--- src/common/mmd_params.svh ---
// Named constants for the memory map size decoder.
// Assumes inclusion by bare name from design files; definitions only.
`ifndef MMD_PARAMS_SVH
`define MMD_PARAMS_SVH

// Reset values of the two size selection registers
`define MMD_RST_MSS 8'hCF
`define MMD_RST_XSS 8'h0C

// Size register field layout and codes
`define MMD_ROM_FIELD 3:0
`define MMD_RAM_FIELD 7:5
`define MMD_RAM_1K 3'h6
`define MMD_XSS_1K 8'h0A

// Flash block geometry: 1 KB blocks, 4 KB ROM size steps
`define MMD_BLK_FIELD 15:10
`define MMD_ROM_STEP_FIELD 15:12

// Option byte and security identifier areas
`define MMD_OPT_LO 16'h0080
`define MMD_OPT_HI 16'h0084
`define MMD_SID_LO 16'h0085
`define MMD_SID_HI 16'h008E
`define MMD_SID_BASE 4'h5
`define MMD_DUP_PAGE 8'h10
`define MMD_DUP_OFS 16'h1000
`define MMD_PAGE_FIELD 15:8
`define MMD_OPT_IDX_FIELD 2:0
`define MMD_SID_IDX_FIELD 3:0

// Boot cluster 0 upper bound
`define MMD_BOOT0_HI 16'h0FFF

// Data memory areas
`define MMD_XRAM_LO 16'hF400
`define MMD_XRAM_HI 16'hF7FF
`define MMD_DSAD_LO 16'hFA26
`define MMD_DSAD_HI 16'hFA27
`define MMD_HSRAM_1K 16'hFB00
`define MMD_HSRAM_768 16'hFC00
`define MMD_HSRAM_HI 16'hFEFF
`define MMD_SFR_LO 16'hFF00

`endif

--- src/common/mmd_pkg.sv ---
// Types shared by the memory map size decoder.
// Assumes nothing beyond a SystemVerilog compiler.
package mmd_pkg;

  // Region that one decoded address falls in
  typedef enum logic [2:0] {
    RGN_NONE  = 3'b000,
    RGN_ROM   = 3'b001,
    RGN_HSRAM = 3'b010,
    RGN_XRAM  = 3'b011,
    RGN_SFR   = 3'b100,
    RGN_DSAD  = 3'b101
  } mmd_region_type;

endpackage : mmd_pkg

--- src/design/mmd_block_map.sv ---
// Flash address to 1 KB block number, with range check against ROM size.
// Assumes a combinational use from the decoder on the same clock.
`timescale 1ns/10ps
`include "mmd_params.svh"

module mmd_block_map
  import mmd_pkg::*;
(
  // Address and selected ROM size in 4 KB steps
  input wire logic [15:0] addr,
  input wire logic [3:0] rom_steps,
  // Block number and its validity
  output logic [5:0] blk_num,
  output logic blk_ok
);

  // Four blocks per 4 KB step, so the last valid block is steps*4-1
  wire [5:0] blk_limit = {rom_steps, 2'h0};

  assign blk_num = addr[`MMD_BLK_FIELD];
  assign blk_ok = (blk_num < blk_limit);

endmodule : mmd_block_map

--- src/design/mmd_decoder.sv ---
// Address decoder for a 64 KB flat map with size selection registers.
// Assumes the CPU core drives writes and accesses on clk_sys; security
// and boot swap levels come from logic on the same clock.
// Overview of operation
// One flat 16-bit address space of 64 KB holds every memory area.
// Size registers reset to CFH and 0CH whatever memory is fitted.
// Software writes 04H, C6H, C8H, CCH or CFH to match the ROM fitted.
// Software writes 0AH for 1 KB expansion RAM, else leaves 0CH.
// Without boot swap option bytes are 0080H-0084H, identifier 0085H-008EH.
// With boot swap the duplicates 1080H-1084H and 1085H-108EH also count.
// Writes to boot cluster 0 are blocked when security asks.
// Flash is split into equal 1 KB erase/write blocks.
// Block number is address divided by 1024.
// Valid blocks end at 0FH, 17H, 1FH, 2FH or 3BH by ROM size.
// FA26H and FA27H stay usable on converter variants.
// High-speed RAM is FC00H-FEFFH for 768 bytes, FB00H-FEFFH for 1 KB.
// Addresses past the selected sizes are outside internal ROM and RAM.
`timescale 1ns/10ps
`include "mmd_params.svh"

module mmd_decoder
  import mmd_pkg::*;
(
  // Clock and reset
  input wire logic clk_sys,
  input wire logic resetn,
  // Size register writes from the CPU core
  input wire logic mss_wr,
  input wire logic [7:0] mss_wdata,
  input wire logic xss_wr,
  input wire logic [7:0] xss_wdata,
  // CPU access request
  input wire logic acc_valid,
  input wire logic acc_write,
  input wire logic [15:0] acc_addr,
  // Security, boot swap and variant levels
  input wire logic boot_swap_en,
  input wire logic boot0_wprot,
  input wire logic dsad_fitted,
  // Size register readback
  output logic [7:0] mem_size_select,
  output logic [7:0] exp_ram_size_select,
  // Decode result, one cycle after the request
  output logic dec_valid,
  output mmd_region_type region,
  output logic opt_hit,
  output logic [2:0] opt_index,
  output logic secid_hit,
  output logic [3:0] secid_index,
  output logic [5:0] flash_block,
  output logic block_valid,
  output logic write_blocked
);

  logic [7:0] mss_q;
  logic [7:0] xss_q;
  logic dec_valid_q;
  mmd_region_type region_q;
  mmd_region_type region_d;
  logic opt_hit_q;
  logic [2:0] opt_index_q;
  logic secid_hit_q;
  logic [3:0] secid_index_q;
  logic [5:0] block_q;
  logic block_ok_q;
  logic wblk_q;
  logic [5:0] blk_num;
  logic blk_ok;

  // Size registers; software must load the product value after reset
  always_ff @(posedge clk_sys or negedge resetn) begin
    if (!resetn) begin
      mss_q <= `MMD_RST_MSS;
      xss_q <= `MMD_RST_XSS;
    end else begin
      if (mss_wr) mss_q <= mss_wdata;
      if (xss_wr) xss_q <= xss_wdata;
    end
  end

  // Size fields: only the 1 KB code widens high-speed RAM downwards
  wire [3:0] rom_steps = mss_q[`MMD_ROM_FIELD];
  wire ram_1k = (mss_q[`MMD_RAM_FIELD] == `MMD_RAM_1K);
  wire xram_on = (xss_q == `MMD_XSS_1K);
  wire [15:0] hsram_lo = ram_1k ? `MMD_HSRAM_1K : `MMD_HSRAM_768;

  // Area hits over the whole 16-bit space
  wire hit_rom = (acc_addr[`MMD_ROM_STEP_FIELD] < rom_steps);
  wire hit_hsram = (acc_addr >= hsram_lo) && (acc_addr <= `MMD_HSRAM_HI);
  wire hit_xram = xram_on && (acc_addr >= `MMD_XRAM_LO) && (acc_addr <= `MMD_XRAM_HI);
  wire hit_dsad = dsad_fitted && (acc_addr >= `MMD_DSAD_LO) && (acc_addr <= `MMD_DSAD_HI);
  wire hit_sfr = (acc_addr >= `MMD_SFR_LO);

  // Region priority; ROM never reaches the data areas at the top
  always_comb begin
    region_d = RGN_NONE;
    if (hit_sfr) region_d = RGN_SFR;
    else if (hit_hsram) region_d = RGN_HSRAM;
    else if (hit_dsad) region_d = RGN_DSAD;
    else if (hit_xram) region_d = RGN_XRAM;
    else if (hit_rom) region_d = RGN_ROM;
  end

  // Duplicate page folds onto the primary page only under boot swap
  wire dup_page = boot_swap_en && (acc_addr[`MMD_PAGE_FIELD] == `MMD_DUP_PAGE);
  wire [15:0] fold_addr = dup_page ? (acc_addr ^ `MMD_DUP_OFS) : acc_addr;
  wire hit_opt = (fold_addr >= `MMD_OPT_LO) && (fold_addr <= `MMD_OPT_HI);
  wire hit_sid = (fold_addr >= `MMD_SID_LO) && (fold_addr <= `MMD_SID_HI);
  wire [3:0] sid_idx = fold_addr[`MMD_SID_IDX_FIELD] - `MMD_SID_BASE;

  // Boot cluster 0 write inhibit, judged on the raw address
  wire boot0_block = acc_write && boot0_wprot && (acc_addr <= `MMD_BOOT0_HI);

  // Block number and range for the selected ROM size
  mmd_block_map u_block_map (
    .addr(acc_addr),
    .rom_steps(rom_steps),
    .blk_num(blk_num),
    .blk_ok(blk_ok)
  );

  // Result registers; all but dec_valid held between requests so the CPU may sample late
  always_ff @(posedge clk_sys or negedge resetn) begin
    if (!resetn) begin
      dec_valid_q <= 1'b0;
      region_q <= RGN_NONE;
      opt_hit_q <= 1'b0;
      opt_index_q <= 3'h0;
      secid_hit_q <= 1'b0;
      secid_index_q <= 4'h0;
      block_q <= 6'h00;
      block_ok_q <= 1'b0;
      wblk_q <= 1'b0;
    end else begin
      dec_valid_q <= acc_valid;
      if (acc_valid) begin
        region_q <= region_d;
        opt_hit_q <= hit_opt;
        opt_index_q <= hit_opt ? fold_addr[`MMD_OPT_IDX_FIELD] : 3'h0;
        secid_hit_q <= hit_sid;
        secid_index_q <= hit_sid ? sid_idx : 4'h0;
        block_q <= blk_num;
        block_ok_q <= blk_ok;
        wblk_q <= boot0_block;
      end
    end
  end

  // Outputs straight from flip-flops
  assign mem_size_select = mss_q;
  assign exp_ram_size_select = xss_q;
  assign dec_valid = dec_valid_q;
  assign region = region_q;
  assign opt_hit = opt_hit_q;
  assign opt_index = opt_index_q;
  assign secid_hit = secid_hit_q;
  assign secid_index = secid_index_q;
  assign flash_block = block_q;
  assign block_valid = block_ok_q;
  assign write_blocked = wblk_q;

  // Checks: all but AST_RESET_VALUES tie a decoded result to the request one cycle earlier
  AST_RESET_VALUES: assert property (@(posedge clk_sys) $rose(resetn) |->
    (mss_q == `MMD_RST_MSS) && (xss_q == `MMD_RST_XSS))
    else $error("size registers not at reset values");

  AST_ANSWER_NEXT: assert property (@(posedge clk_sys) disable iff (!resetn)
    acc_valid |=> dec_valid ##1 (dec_valid == $past(acc_valid)))
    else $error("decode answer not one cycle after request");

  AST_OPT_PRIMARY: assert property (@(posedge clk_sys) disable iff (!resetn)
    acc_valid && (acc_addr >= `MMD_OPT_LO) && (acc_addr <= `MMD_OPT_HI)
    |=> opt_hit && (opt_index == $past(acc_addr[`MMD_OPT_IDX_FIELD])))
    else $error("option byte area not decoded");

  AST_NO_DUP: assert property (@(posedge clk_sys) disable iff (!resetn)
    acc_valid && !boot_swap_en && (acc_addr[`MMD_PAGE_FIELD] == `MMD_DUP_PAGE) |=> !opt_hit && !secid_hit)
    else $error("duplicate area decoded without boot swap");

  AST_SID_DUP: assert property (@(posedge clk_sys) disable iff (!resetn)
    acc_valid && boot_swap_en && (acc_addr == (`MMD_SID_HI | `MMD_DUP_OFS))
    |=> secid_hit && (secid_index == 4'h9))
    else $error("duplicate identifier area not decoded");

  AST_BOOT0_WPROT: assert property (@(posedge clk_sys) disable iff (!resetn)
    acc_valid && acc_write && boot0_wprot && (acc_addr <= `MMD_BOOT0_HI) |=> write_blocked)
    else $error("boot cluster 0 write not blocked");

  AST_BLOCK_NUM: assert property (@(posedge clk_sys) disable iff (!resetn)
    acc_valid |=> (flash_block == $past(acc_addr[`MMD_BLK_FIELD])))
    else $error("block number is not address divided by 1024");

  AST_BLOCK_RANGE: assert property (@(posedge clk_sys) disable iff (!resetn)
    acc_valid && (mss_q == `MMD_RST_MSS) |=> (block_valid == (flash_block <= 6'h3B)))
    else $error("block range wrong for largest ROM");

  AST_DSAD_KEEP: assert property (@(posedge clk_sys) disable iff (!resetn)
    acc_valid && dsad_fitted && (acc_addr == `MMD_DSAD_HI) |=> (region == RGN_DSAD))
    else $error("converter address not decoded");

  AST_HSRAM_1K: assert property (@(posedge clk_sys) disable iff (!resetn)
    acc_valid && ram_1k && (acc_addr == `MMD_HSRAM_1K) |=> (region == RGN_HSRAM))
    else $error("1 KB high-speed RAM base not decoded");

  AST_ROM_LIMIT: assert property (@(posedge clk_sys) disable iff (!resetn)
    acc_valid && (acc_addr[`MMD_ROM_STEP_FIELD] >= rom_steps) |=> (region != RGN_ROM))
    else $error("address beyond ROM size decoded as ROM");

  // The register page at the top wins over every memory area
  AST_SFR_TOP: assert property (@(posedge clk_sys) disable iff (!resetn)
    acc_valid && (acc_addr >= `MMD_SFR_LO) |=> (region == RGN_SFR))
    else $error("register page not decoded");

  // Expansion RAM exists only while its size code selects it
  AST_XRAM_SIZE: assert property (@(posedge clk_sys) disable iff (!resetn)
    acc_valid && (acc_addr >= `MMD_XRAM_LO) && (acc_addr <= `MMD_XRAM_HI)
    |=> ((region == RGN_XRAM) == $past(xram_on)))
    else $error("expansion RAM decode does not follow its size code");

  AST_HSRAM_768: assert property (@(posedge clk_sys) disable iff (!resetn)
    acc_valid && !ram_1k && (acc_addr >= `MMD_HSRAM_1K) && (acc_addr < `MMD_HSRAM_768)
    |=> (region != RGN_HSRAM))
    else $error("768-byte high-speed RAM decoded too low");

  // Reads and unprotected writes must never be inhibited
  AST_BOOT0_FREE: assert property (@(posedge clk_sys) disable iff (!resetn)
    acc_valid && !(acc_write && boot0_wprot) |=> !write_blocked)
    else $error("access blocked without a protected write");

endmodule : mmd_decoder

--- config.mk ---
export PLATFORM = sky130hd
export DESIGN_NAME = mmd_decoder
export DESIGN_NICKNAME = d
export VERILOG_FILES = /design/src/common/mmd_pkg.sv /design/src/design/mmd_block_map.sv /design/src/design/mmd_decoder.sv
export VERILOG_INCLUDE_DIRS = /design/src /design/src/common
export SDC_FILE = /design/constraint.sdc
export NUM_CORES = 1
export LEC_CHECK = 0
export CAP_MARGIN = 20
export CORE_ASPECT_RATIO = 1.75
export CORE_UTILIZATION = 35
export CTS_BUF_LIST = sky130_fd_sc_hd__clkbuf_8 sky130_fd_sc_hd__clkbuf_16
export CTS_CLUSTER_DIAMETER = 50
export DETAILED_ROUTE_END_ITERATION = 12
export DONT_BUFFER_PORTS = 1
export PLACE_DENSITY = 0.61
export SYNTH_ARGS = -nofsm -noshare
export SYNTH_HDL_FRONTEND = slang
export SYNTH_SLANG_ARGS = --single-unit
--- constraint.sdc ---
create_clock -name clk_sys -period 1.7 [get_ports clk_sys]
set_input_delay 0.34 -clock clk_sys [delete_from_list [all_inputs] [get_ports clk_sys]]
set_output_delay 0.34 -clock clk_sys [all_outputs]
set_load 0.02 [all_outputs]
==> results.md <==
* Met1 track utilization from global routing at 0.171
* Post-Synthesis Cells at 149
* Post-route worst setup slack at -0.256 ns
* Residual DRC at 0
* Number of antenna violations at the first check in global routing at 0
* Total die area at 0.00530 mm^2
* Latest clock arrival within the worst-skew pair at 0.28 ns
* Finished Core Util at 0.461
* Synthesized area divided by synthesized cell count at 11.8 um^2
* Number of global-route vias before repair at 1455
* FF+latch count, synth at 37
* Violations in the final reports: setup timing
* Basic-gate share of the synthesized area counting and, or, nand and nor cells at 0.109
* Largest fanout on the critical path at 5
* Number of flops mapped to enable cells by yosys at 0
* Post-Route Setup TNS at -1.57 ns
* GR met2 Demand/Resource at 0.350
* Cell with the most instances on the worst path: sky130_fd_sc_hd__or4_4
* Fraction of the mapped netlist area in adder cells at 0.0571
* Most frequent cell after synthesis: sky130_fd_sc_hd__dfrtp_1
* Dominant combinational cell family by area after synthesis: compound AO/OA/AOI/OAI gates
* Number of inserted filler cells in the final layout at 442
* Number of slew-limit violations in the final report at 0
* Max cap viols at 0
* Maximum buffer depth of the clock tree at 2
* Worst-path cell with the longest stage delay: sky130_fd_sc_hd__or4_4
* Hpwl dp at 3.40 mm
* Status: finished with violations
* Max IR drop VDD at 0.575 mV
* Via density at 5.82
* Maximum number of pins on one net before global-route repair at 38
* Share of final-layout standard cells stronger than drive strength 1 at 0.405
* Worst path required time at 1.92 ns
* Library cell occupying the most area in the post-synthesis netlist: sky130_fd_sc_hd__dfrtp_1
* Final hold violation count at 0
* Routed WL per cell at 19.7 um
* CTS tree: yes
* Top cells by instance count after synthesis: sky130_fd_sc_hd__dfrtp_1, sky130_fd_sc_hd__mux2_2, sky130_fd_sc_hd__inv_1, sky130_fd_sc_hd__o21ai_0
* Global-route wire length before repair at 7.04 mm
* Minimum clock period at 1.96 ns
* Post-route total power at 1.95 mW
* Async S/R FF share, synth at 1.00
* Total number of nets in the final design at 221
* Final worst hold slack at 0.0802 ns
* CTS clk-pin slew, worst paths at 0.07 ns
* Synth Area in Compound Gates at 0.135
* Io pins at 78
* Overall global routing resource usage at 0.176
* DP Cell Count at 214
* Die outline height at 95.6 um
* Clock sink total at 37
* Post-Layout Cell Count at 225
* Max Fclk at 511 MHz
* DRT iter0 DRCs at 76
* Sequential share of the synthesized area at 0.534
* Post-synthesis instance area at 0.00175 mm^2
* CTS buffer count at 5
* Proportion of netlist area held by the largest area contributor at 0.414
* Net count of the mapped netlist at 198
* Post-route antenna net violation count at 0
* Distinct cell type count after synthesis at 39
* Setup WS pre-CTS at -0.572 ns
* Busiest layer in global routing: met2
* Yosys synthesis warning count at 0
* Std cell rows at 33
* Delay of the slowest cell on the worst path at 0.52 ns
* Post-place instance area at 0.00193 mm^2
* Final standard cell area without fillers at 0.00219 mm^2
* Predominant post-synthesis flop cell: sky130_fd_sc_hd__dfrtp_1
* Endpoint type of the worst setup path: register
* Worst slew margin relative to its limit at 0.674
* TritonRoute pass-1 iters at 4
* Worst Setup Path Type: primary input to register
* Initial cell density of the core at 0.369
* Depth of the CTS H-tree at 2
* Cell types occupying the most area after synthesis: sky130_fd_sc_hd__dfrtp_1, sky130_fd_sc_hd__dfstp_2, sky130_fd_sc_hd__mux2_2, sky130_fd_sc_hd__ha_1, sky130_fd_sc_hd__o2bb2ai_1
* Static Leak at 0.937 nW
* Worst Tran Pin Value at 0.482 ns
* Mux share of post-synthesis cell area at 0.116
* Die width at 55.5 um
* Worst path cell trace: or4_4 -> or4_1 -> or4_4 -> a311oi_2 -> a21o_1
* HP Class: primary input to register
* Clock root buffer master: sky130_fd_sc_hd__clkbuf_8
* P per Cell Area at 889 mW/mm^2
* Core Footprint at 0.00475 mm^2
* # setup viols final at 10
* Global routing met3 resource utilization at 0.0421
* Xor and xnor area share after synthesis at 0.0100
* Post-route fraction of the period consumed by the critical path at 1.15
* Crit path arrival time at 2.18 ns
* Clk_skew at 0.00468 ns
* Sum of overflow across all layers after global routing at 0
* Area grow syn2layout at 24.9%
* Final weighted congestion in routability-driven placement at 0.960
* Port buffer count at 0
* Ant diodes at 0
* Wire length after detailed routing at 4.43 mm
* RSZ-0062 raised after global routing: true
* Count of vias placed by the detailed router at 1309
* Crit start category: primary input
path summary, 6_finish.rpt:
kind | endpoint | slack [ns] | depth (start not counted) | from
setup / recovery | region[0] | -0.26 | 5 | acc_addr[8]
hold / removal | dec_valid | 0.08 | 0 | acc_valid
setup reg to reg | region[0] | -0.11 | 7 | mem_size_select[7]
hold reg to reg | mem_size_select[1] | 0.55 | 2 | mem_size_select[1]
max in group asynchronous | exp_ram_size_select[3] | 0.92 | 2 | resetn
min in group asynchronous | secid_hit | 0.51 | 2 | resetn
final cells by class:
class                      count  area [um^2]  area share
timing repair buffer          21          176      0.0806
multi-input combinational     94          872       0.399
clock buffer                   6         82.6      0.0377
inverter                      13         48.8      0.0223
sequential                    37          936       0.428
clock inverter                 2         7.51     0.00343
tap                           52         65.1      0.0297
power by group:
part,internal (mW),switching [mW]
registers,0.958,0.0907
logic,0.140,0.148
clock network,0.318,0.291
cells by family after synthesis:
group | Yosys count
compound gates | 34
xor+xnor | 2
fa+ha+maj | 8
buf+inv | 18
flops | 37
mux | 18
simple gates | 32
critical path: cells and delay by family:
kind	cells	cell delay [ns]
compound gates	2	0.33
simple gates	3	1.51
cell usage in the layout (no fill, tap or decap), drive strengths merged, types with 2 or more instances in the layout:
cell	count
nor4b	2
nand4	2
mux2	18
nor4	2
buf	20
nor2	2
clkbuf	6
o21ai	11
nand2	7
o2bb2ai	8
a21o	2
ha	8
inv	15
a21oi	3
or4	4
nand3	3
dfstp	8
dfrtp	29
nor3	2
metal layers:
layer  vias up  share of wire
met5         -              0
met4         0          0.023
met3         9          0.063
met2        70           0.57
met1       644           0.35
li1        586              -
timing repair:
action,in CTS,in global routing
buffers inserted,1,1
hold buffers,2,0
gates cloned,0,0
pin swaps,11,7
hold endpoints to repair,37,0
setup endpoints to repair,9,10
gates resized for setup,13,10
state kept, by name, summed over array words and instances, names as in the netlist:
register	cells
flash_block	6
exp_ram_size_select	8
opt_index	3
dec_valid	1
secid_hit	1
mem_size_select	8
write_blocked	1
region	3
opt_hit	1
block_valid	1
secid_index	4
No activity file was read; power rests on OpenSTA's default activity.
